[src/core/xbar_cfg.svh]
`ifndef XBAR_CFG_SVH
`define XBAR_CFG_SVH

// Register addresses on the special-function bus
`define XBAR_ADDR_ENABLE_A  8'he1
`define XBAR_ADDR_ENABLE_B  8'he2
`define XBAR_RESET_VALUE    8'h00

// Fields of crossbar_enable_a
`define XBAR_A_CMP_ZERO     7
`define XBAR_A_CNT_CLK      6
`define XBAR_A_CEX_HI       5
`define XBAR_A_CEX_LO       3
`define XBAR_A_UART_FIRST   2
`define XBAR_A_SPI          1
`define XBAR_A_SMB          0

// Fields of crossbar_enable_b
`define XBAR_B_SYSCK        7
`define XBAR_B_CAP_TWO      6
`define XBAR_B_TMR_TWO      5
`define XBAR_B_IRQ_ONE      4
`define XBAR_B_TMR_ONE      3
`define XBAR_B_IRQ_ZERO     2
`define XBAR_B_TMR_ZERO     1
`define XBAR_B_CMP_ONE      0

// Enables that arrive from the third register
`define XBAR_EXT_UART_TWO   0
`define XBAR_EXT_TMR_FOUR   1
`define XBAR_EXT_CAP_FOUR   2
`define XBAR_EXT_CONVERT    3

// Highest legal compare-output count
`define XBAR_CEX_MAX        3'h5

// Function slots in priority order
`define XBAR_NPINS          32
`define XBAR_SLOT_TX0       0
`define XBAR_SLOT_RX0       1
`define XBAR_SLOT_SCK       2
`define XBAR_SLOT_MISO      3
`define XBAR_SLOT_MOSI      4
`define XBAR_SLOT_NSS       5
`define XBAR_SLOT_SDA       6
`define XBAR_SLOT_SCL       7
`define XBAR_SLOT_TX1       8
`define XBAR_SLOT_RX1       9
`define XBAR_SLOT_CMP_OUT0  10
`define XBAR_SLOT_CMP_OUT1  11
`define XBAR_SLOT_CMP_OUT2  12
`define XBAR_SLOT_CMP_OUT3  13
`define XBAR_SLOT_CMP_OUT4  14
`define XBAR_SLOT_CNT_CLK   15
`define XBAR_SLOT_CMP_ZERO  16
`define XBAR_SLOT_CMP_ONE   17
`define XBAR_SLOT_TMR_ZERO  18
`define XBAR_SLOT_IRQ_ZERO  19
`define XBAR_SLOT_TMR_ONE   20
`define XBAR_SLOT_IRQ_ONE   21
`define XBAR_SLOT_TMR_TWO   22
`define XBAR_SLOT_CAP_TWO   23
`define XBAR_SLOT_TMR_FOUR  24
`define XBAR_SLOT_CAP_FOUR  25
`define XBAR_SLOT_SYSCK     26
`define XBAR_SLOT_CNV       27
`define XBAR_NSLOT          28
`define XBAR_NO_SLOT        5'h1f

`endif

[src/core/xbar_pkg.sv]
`default_nettype none
package xbar_pkg;
    `include "xbar_cfg.svh"

    // Special-function bus request
    typedef struct packed {
        logic       wr;
        logic       rd;
        logic [7:0] addr;
        logic [7:0] wdata;
    } xbar_sfr_req_t;

    // Stored crossbar configuration
    typedef struct packed {
        logic [7:0] enable_a;
        logic [7:0] enable_b;
        logic [7:0] rdata;
    } xbar_state_t;

    // Per-pin routing result
    typedef struct packed {
        logic [`XBAR_NPINS-1:0] assigned;
        logic [`XBAR_NPINS-1:0] force_input;
    } xbar_pinmap_t;
endpackage
`default_nettype wire

[src/core/xbar_alloc.sv]
`default_nettype none
`include "xbar_cfg.svh"
// Priority allocator: each enabled slot takes the next free non-skipped pin
module xbar_alloc
    import xbar_pkg::*;
(
    // Requests and skips
    input  wire logic [`XBAR_NSLOT-1:0] slot_req,
    input  wire logic [`XBAR_NPINS-1:0] pin_skip,
    // Result: slot index per pin, or none
    output logic [`XBAR_NPINS*5-1:0]    pin_slot,
    output logic [`XBAR_NPINS-1:0]      pin_used
);
    // Purely combinational; a ripple search is fine at 25 MHz
    always_comb
    begin
        logic [`XBAR_NPINS-1:0] taken;
        logic                   found;
        taken    = '0;
        found    = 1'b0;
        pin_slot = {`XBAR_NPINS{`XBAR_NO_SLOT}};
        pin_used = '0;
        for (int s = 0; s < `XBAR_NSLOT; s++)
        begin
            found = 1'b0;
            for (int p = 0; p < `XBAR_NPINS; p++)
            begin
                if (slot_req[s] && !found && !pin_skip[p] && !taken[p])
                begin
                    found             = 1'b1;
                    taken[p]          = 1'b1;
                    pin_used[p]       = 1'b1;
                    pin_slot[p*5 +: 5] = 5'(s);
                end
            end
        end
    end
endmodule
`default_nettype wire

[src/core/xbar_pin_enables.sv]
// Operation
// - enable_a bit 7 routes comparator zero output to a pin.
// - enable_a bit 6 gives the counter-array clock input a pin.
// - enable_a bits 5:3 route that many compare outputs, 0..5.
// - enable_a bit 2 puts first UART TX on P0.0, RX on P0.1 when neither pin is skipped.
// - enable_a bit 1 routes SPI SCK, MISO, MOSI, NSS to four pins.
// - enable_a bit 0 routes SMBus SDA and SCL to two pins.
// - enable_b bit 7 drives inverted system clock onto a pin.
// - enable_b bit 6 connects timer two capture input to a pin.
// - enable_b bit 5 connects timer two count input to a pin.
// - enable_b bit 4 gives interrupt one input a pin.
// - enable_b bit 3 connects timer one count input to a pin.
// - enable_b bit 2 gives interrupt zero input a pin.
// - enable_b bit 1 connects timer zero count input to a pin.
// - enable_b bit 0 routes comparator one output to a pin.
// - Enabled functions take next free unskipped pin, from P0.0.
// - Global enable cleared forces all pins of ports 0-3 to input.
// - Port one analog-input pins are never assigned a function.
`default_nettype none
`include "xbar_cfg.svh"
module xbar_pin_enables
    import xbar_pkg::*;
(
    // Clock and reset
    input  wire logic                     mclk,
    input  wire logic                     sys_rst,
    // Special-function register port
    input  wire xbar_sfr_req_t            sfr_req,
    output logic [7:0]                    sfr_rdata,
    output logic                          sfr_hit,
    // Configuration held by the third crossbar register elsewhere
    input  wire logic                     crossbar_global_enable,
    input  wire logic                     uart_two_pin_enable,
    input  wire logic                     timer_four_count_in_enable,
    input  wire logic                     timer_four_capture_in_enable,
    input  wire logic                     convert_start_in_enable,
    input  wire logic [`XBAR_NPINS-1:0]   external_skip,
    input  wire logic [7:0]               port_one_input_mode,
    // Routing result toward the port pins
    output xbar_pinmap_t                  pinmap,
    output logic [`XBAR_NPINS*5-1:0]      pin_function,
    output logic [7:0]                    crossbar_enable_a,
    output logic [7:0]                    crossbar_enable_b
);
    xbar_state_t            state;
    xbar_state_t            next_state;
    logic [`XBAR_NSLOT-1:0] slot_req;
    logic [`XBAR_NPINS-1:0] pin_skip;
    logic [`XBAR_NPINS-1:0] pin_used;
    logic [`XBAR_NPINS*5-1:0] pin_slot;
    logic [2:0]             cex_count;
    logic [1:0]             reg_sel;
    logic [3:0]             third_enables;

    // Address decode shared by read and write paths
    function automatic logic [1:0] decode(input logic [7:0] addr);
        decode = {addr == `XBAR_ADDR_ENABLE_B,
                  addr == `XBAR_ADDR_ENABLE_A};
    endfunction

    // Request of one priority slot from the enables
    function automatic logic slot_wanted(
        input int         slot,
        input logic [7:0] en_a,
        input logic [7:0] en_b,
        input logic [3:0] ext,
        input logic [2:0] cex_n
    );
        logic wanted;
        wanted = 1'b0;
        case (slot)
            `XBAR_SLOT_TX0,
            `XBAR_SLOT_RX0:       wanted = en_a[`XBAR_A_UART_FIRST];
            `XBAR_SLOT_SCK,
            `XBAR_SLOT_MISO,
            `XBAR_SLOT_MOSI,
            `XBAR_SLOT_NSS:       wanted = en_a[`XBAR_A_SPI];
            `XBAR_SLOT_SDA,
            `XBAR_SLOT_SCL:       wanted = en_a[`XBAR_A_SMB];
            // Second UART pair, enabled elsewhere
            `XBAR_SLOT_TX1,
            `XBAR_SLOT_RX1:       wanted = ext[`XBAR_EXT_UART_TWO];
            `XBAR_SLOT_CMP_OUT0:  wanted = cex_n > 3'h0;
            `XBAR_SLOT_CMP_OUT1:  wanted = cex_n > 3'h1;
            `XBAR_SLOT_CMP_OUT2:  wanted = cex_n > 3'h2;
            `XBAR_SLOT_CMP_OUT3:  wanted = cex_n > 3'h3;
            `XBAR_SLOT_CMP_OUT4:  wanted = cex_n > 3'h4;
            `XBAR_SLOT_CNT_CLK:   wanted = en_a[`XBAR_A_CNT_CLK];
            `XBAR_SLOT_CMP_ZERO:  wanted = en_a[`XBAR_A_CMP_ZERO];
            `XBAR_SLOT_CMP_ONE:   wanted = en_b[`XBAR_B_CMP_ONE];
            `XBAR_SLOT_TMR_ZERO:  wanted = en_b[`XBAR_B_TMR_ZERO];
            `XBAR_SLOT_IRQ_ZERO:  wanted = en_b[`XBAR_B_IRQ_ZERO];
            `XBAR_SLOT_TMR_ONE:   wanted = en_b[`XBAR_B_TMR_ONE];
            `XBAR_SLOT_IRQ_ONE:   wanted = en_b[`XBAR_B_IRQ_ONE];
            `XBAR_SLOT_TMR_TWO:   wanted = en_b[`XBAR_B_TMR_TWO];
            `XBAR_SLOT_CAP_TWO:   wanted = en_b[`XBAR_B_CAP_TWO];
            // Timer four pair, enabled elsewhere
            `XBAR_SLOT_TMR_FOUR:  wanted = ext[`XBAR_EXT_TMR_FOUR];
            `XBAR_SLOT_CAP_FOUR:  wanted = ext[`XBAR_EXT_CAP_FOUR];
            `XBAR_SLOT_SYSCK:     wanted = en_b[`XBAR_B_SYSCK];
            // Lowest priority, enabled elsewhere
            `XBAR_SLOT_CNV:       wanted = ext[`XBAR_EXT_CONVERT];
            default:              wanted = 1'b0;
        endcase
        return wanted;
    endfunction

    // Select lines: bit 0 enable_a, bit 1 enable_b
    assign reg_sel = decode(sfr_req.addr);

    always_comb
    begin
        next_state = state;
        if (sfr_req.wr && reg_sel[0])
            next_state.enable_a = sfr_req.wdata;
        if (sfr_req.wr && reg_sel[1])
            next_state.enable_b = sfr_req.wdata;
        // Idle or unmapped reads return zero
        next_state.rdata = 8'h00;
        if (sfr_req.rd)
        begin
            case (reg_sel)
                2'b01:   next_state.rdata = state.enable_a;
                2'b10:   next_state.rdata = state.enable_b;
                default: next_state.rdata = 8'h00;
            endcase
        end
    end

    always_ff @(posedge mclk or posedge sys_rst)
    begin
        if (sys_rst)
        begin
            state.enable_a <= `XBAR_RESET_VALUE;
            state.enable_b <= `XBAR_RESET_VALUE;
            state.rdata    <= 8'h00;
        end
        else
        begin
            state <= next_state;
        end
    end

    assign sfr_rdata         = state.rdata;
    assign sfr_hit           = |decode(sfr_req.addr);
    assign crossbar_enable_a = state.enable_a;
    assign crossbar_enable_b = state.enable_b;

    // reserved codes route nothing, a safe fallback
    always_comb
    begin
        cex_count = state.enable_a[`XBAR_A_CEX_HI:`XBAR_A_CEX_LO];
        if (cex_count > `XBAR_CEX_MAX)
        begin
            cex_count = 3'h0;
        end
    end

    assign third_enables = {convert_start_in_enable,
                            timer_four_capture_in_enable,
                            timer_four_count_in_enable,
                            uart_two_pin_enable};

    generate
        for (genvar s = 0; s < `XBAR_NSLOT; s++)
        begin : g_slot
            assign slot_req[s] = slot_wanted(s, state.enable_a,
                                             state.enable_b, third_enables,
                                             cex_count);
        end
    endgenerate

    assign pin_skip = external_skip | {16'h0000, ~port_one_input_mode, 8'h00};

    xbar_alloc u_alloc
    (
        .slot_req (slot_req),
        .pin_skip (pin_skip),
        .pin_slot (pin_slot),
        .pin_used (pin_used)
    );

    always_comb
    begin
        if (crossbar_global_enable)
        begin
            pinmap.assigned    = pin_used;
            pinmap.force_input = '0;
            pin_function       = pin_slot;
        end
        else
        begin
            pinmap.assigned    = '0;
            pinmap.force_input = '1;
            pin_function       = {`XBAR_NPINS{`XBAR_NO_SLOT}};
        end
    end
endmodule
`default_nettype wire

[config.mk]
export PLATFORM = sky130hd
export DESIGN_NAME = xbar_pin_enables
export DESIGN_NICKNAME = d
export VERILOG_FILES = /design/src/core/xbar_pkg.sv /design/src/core/xbar_alloc.sv /design/src/core/xbar_pin_enables.sv
export VERILOG_INCLUDE_DIRS = /design/src /design/src/core
export SDC_FILE = /design/constraint.sdc
export NUM_CORES = 2
export LEC_CHECK = 0
export BUFFER_PORTS_ARGS = -buffer_cell sky130_fd_sc_hd__buf_2
export CAP_MARGIN = 15
export CORE_UTILIZATION = 50
export DETAILED_ROUTE_END_ITERATION = 8
export PLACE_DENSITY_LB_ADDON = 0.3
export SLEW_MARGIN = 20
export SYNTH_ARGS = -nofsm -noshare
export SYNTH_HDL_FRONTEND = slang
export SYNTH_SLANG_ARGS = --single-unit
[constraint.sdc]
create_clock -name mclk -period 22.9 [get_ports mclk]
set_clock_uncertainty 0.05 [all_clocks]
set_input_delay 4.58 -clock mclk [delete_from_list [all_inputs] [get_ports mclk]]
set_output_delay 4.58 -clock mclk [all_outputs]
set_load 0.01 [all_outputs]
==> impl_metrics.yaml <==
setup_path:
  worstSetupPathType: "in -> out"
  critPathLaunchType: "input pin"
  slowest_stage: "a211oi_2"
  cp.required_ns: 18.27
  cp_data_arrival_time_ns: 17.53
  critPathMaxFanout: 35
  end_kind: "output port"
  cpPeakStageDelay_ns: 0.71
run:
  cap_violations: 0
logic_synthesis:
  ys_types: 132
  synth_common_cells: "625 x nor2_1, 590 x nand2_1, 433 x a21oi_1"
  seq_area_frac_synth_pct: 1.963
  synth_flop_cell: "dfrtp_1"
  yosysMostFrequentCell: "nor2_1"
  avgSynthCellArea_sq_um: 6.132
  synth_area_leaders: "nor2_1 7.7%, nand2_1 7.2%, a21oi_1 7.1%, o21ai_0 5.7%, nand3_1 4.0%"
  ys_ff_latch: 24
  ys_warn_count: 0
  synthCells: 4989
  yosysTopAreaCellShare_pct: 7.669
  synth.largest_area_cell: "nor2_1"
  synth_edf_count: 0
  ys_async_sr_fraction_pct: 100.0
  synth_area_sq_um: 30590
  synth.net_count: 5057
grt:
  globalRoute.totalOverflow: 0
  grt_pass1_wl_mm: 218.6
  use_met3_pct: 6.008
  grt_use_met1_pct: 57.21
  grtUsageMet2_pct: 66.32
  grt_pass1_vias: 38450
  top_usage_layer: "met2"
  grt_use_total_pct: 42.77
  grt_start_max_net_pins: 48
  antenna_found_initial: 6
layout:
  areaGrowthSynthToFinish_pct: 9.023
  num-fill-cells: 6347
  drive_gt1_share_pct: 15.89
  nets: 5235
power:
  leakage_nw: 11.71
  p_seq_share_pct: 8.7
  clkPwrFrac_pct: 7.3
  p_total_uw: 570.0
  p_sw_share_pct: 62.30
  p_sw_uw: 355.1
  combPwrFrac_pct: 84.0
  power_density_nw_per_um2: 17.09
  ir_drop_uv: 38.69
  p_int_uw: 214.9
place:
  gp_congestion: 1.029
  portBuffers: 313
  dp_slack_ns: 0.1924
  hpwl_mm: 114.9
floorplanning:
  row_count: 90
  coreArea_sq_um: 60360
  pin_count: 314
  dieHeight_microns: 249.4
  die_area_sq_um: 62180
  start_util_pct: 50.68
  die_x_microns: 249.4
clock_tree:
  cts_tree: "built"
  hold_buffers: 0
  ctsRootBufferMaster: "clkbuf_16"
  clockBufferDepth: 2
  cts.sink_count: 24
  cts_buffers: 3
  cts_max_level: 1
  path_clk_slew_ns: 0.06
  clkLatencyLatePin_ns: 0.26
sta:
  fin_ws_ns: 0.7387
  setup_viol: 0
  hold_viol_final: 0
  fin_crit_sh_pct: 96.77
  min_period_ns: 22.16
  setup_tns_ns: 0
  max_freq_mhz: 45.12
  drv_slew: 0
  maxSlewHeadroom_pct: 33.97
  worstMarginPinSlew_ns: 0.9777
min_path:
  worstHoldPathType: "reg -> reg"
route:
  dr.pass1.iters: 6
  drt_iter0_drc: 5617
  drc_errors: 0
  finalWirelength_mm: 142.8
  drt-wirelength-per-cell_microns: 24.01
  antenna_left: 0
  vias: 43790
  viasPerCell: 7.362
outcome:
  status: "completed"
[sequential cells by signal (all words and copies together), names as in the netlist]
register and flops:
crossbar_enable_b 8, sfr_rdata 8, crossbar_enable_a 8
[routing by layer]
| metal | vias to the layer above | part of all wire [%] | wire length (microns) |
|---|---|---|---|
| met5 | - | 0.041 | 59 |
| met4 | 10 | 5.9 | 8490 |
| met3 | 508 | 9.8 | 13930 |
| met2 | 2804 | 43 | 61570 |
| met1 | 20360 | 41 | 58790 |
| li1 | 20110 | - | - |
[critical path, delay by kind of cell]
kind / cells / cell delay (ns)
AO/OA/AOI/OAI: 22 / 7.82
AND/OR/NAND/NOR: 10 / 3.10
adder cells (fa/ha/maj): 3 / 1.36
buffers and inverters: 3 / 0.63
[cells in the final DEF (no fill, tap or decap), types with 46 or more instances in the layout]
| cell | count |
|---|---|
| nor2_1 | 616 |
| nand2_1 | 589 |
| a21oi_1 | 426 |
| o21ai_0 | 347 |
| buf_2 | 313 |
| nand3_1 | 242 |
| nor3_1 | 195 |
| buf_4 | 140 |
| o211ai_1 | 111 |
| a31oi_1 | 109 |
| a211oi_1 | 98 |
| maj3_1 | 79 |
| o21ai_1 | 78 |
| inv_1 | 76 |
| and2_1 | 74 |
| o31ai_1 | 72 |
| o21a_1 | 70 |
| a21o_1 | 70 |
| o22ai_1 | 65 |
| o221ai_1 | 60 |
| or3_1 | 57 |
| nand2b_1 | 55 |
| or2_2 | 54 |
| nor4_1 | 49 |
| a211o_1 | 46 |
[power by group through the flow]
stage                     clock (mW)  sequential [mW]  combinational (mW)
after detailed placement           0           0.0501               0.453
final                         0.0416           0.0497               0.479
after CTS                     0.0414           0.0493               0.455
after global placement             0           0.0501               0.450
after global routing          0.0432           0.0498               0.514
after floorplan                    0           0.0465               0.334
[final cells by class]
cell class,instances,area (sq um),area share [%]
inverters,82,309.0,0.9266
well taps,782,978.4,2.934
flip-flops and latches,24,603.1,1.808
multi-input cells,4602,28750,86.19
clock buffers,4,88.84,0.2664
repair buffers,454,2625,7.871
diodes,1,2.502,0.007503
[through the flow]
step | utilization, % | instance area, sq um | hold WS (ns) | std cells
after detailed placement | 54.32 | 32780 | 0.6306 | 5933
after CTS | 54.46 | 32870 | 0.6560 | 5937
after global routing | 55.25 | 33350 | 0.6921 | 5948
final | 55.26 | 33350 | 0.6995 | 5949
after floorplan | - | 30590 | 0.5838 | 4989
after global placement | 54.31 | 32780 | 0.6393 | 5932
[what timing repair did]
action,CTS,global route
buffers inserted,0,11
hold endpoints to repair,0,0
resized for setup,0,66
endpoints found under the setup margin,0,44
[kinds of logic (layout without fill, tap and decap cells)]
kind of cell	Yosys count	after routing	share of synthesized area, %
AO/OA/AOI/OAI	2252	2252	53.43
AND/OR/NAND/NOR	2219	2219	34.81
adder cells (fa/ha/maj)	90	90	3.002
XOR/XNOR	22	22	0.6299
buffers and inverters	363	540	5.476
flip-flops	24	24	1.963
other	0	1	0
multiplexers	19	19	0.6912
[worst paths after layout]
check | cells after the start | start | slack (ns) | end
worst min register to register | 1 | crossbar_enable_b[5]$_DFFE_PP0P_ | 0.70 | crossbar_enable_b[5]$_DFFE_PP0P_
max in group asynchronous | 2 | sys_rst | 17.72 | crossbar_enable_a[2]$_DFFE_PP0P_
worst max register to register | 3 | crossbar_enable_a[2]$_DFFE_PP0P_ | 21.14 | sfr_rdata[2]$_DFF_PP0_
worst max-delay path | 38 | external_skip[0] | 0.74 | pin_function[147]
worst min-delay path | 1 | crossbar_enable_b[5]$_DFFE_PP0P_ | 0.70 | crossbar_enable_b[5]$_DFFE_PP0P_
min in group asynchronous | 2 | sys_rst | 4.46 | sfr_rdata[1]$_DFF_PP0_
(Power assumes the default switching activity.)
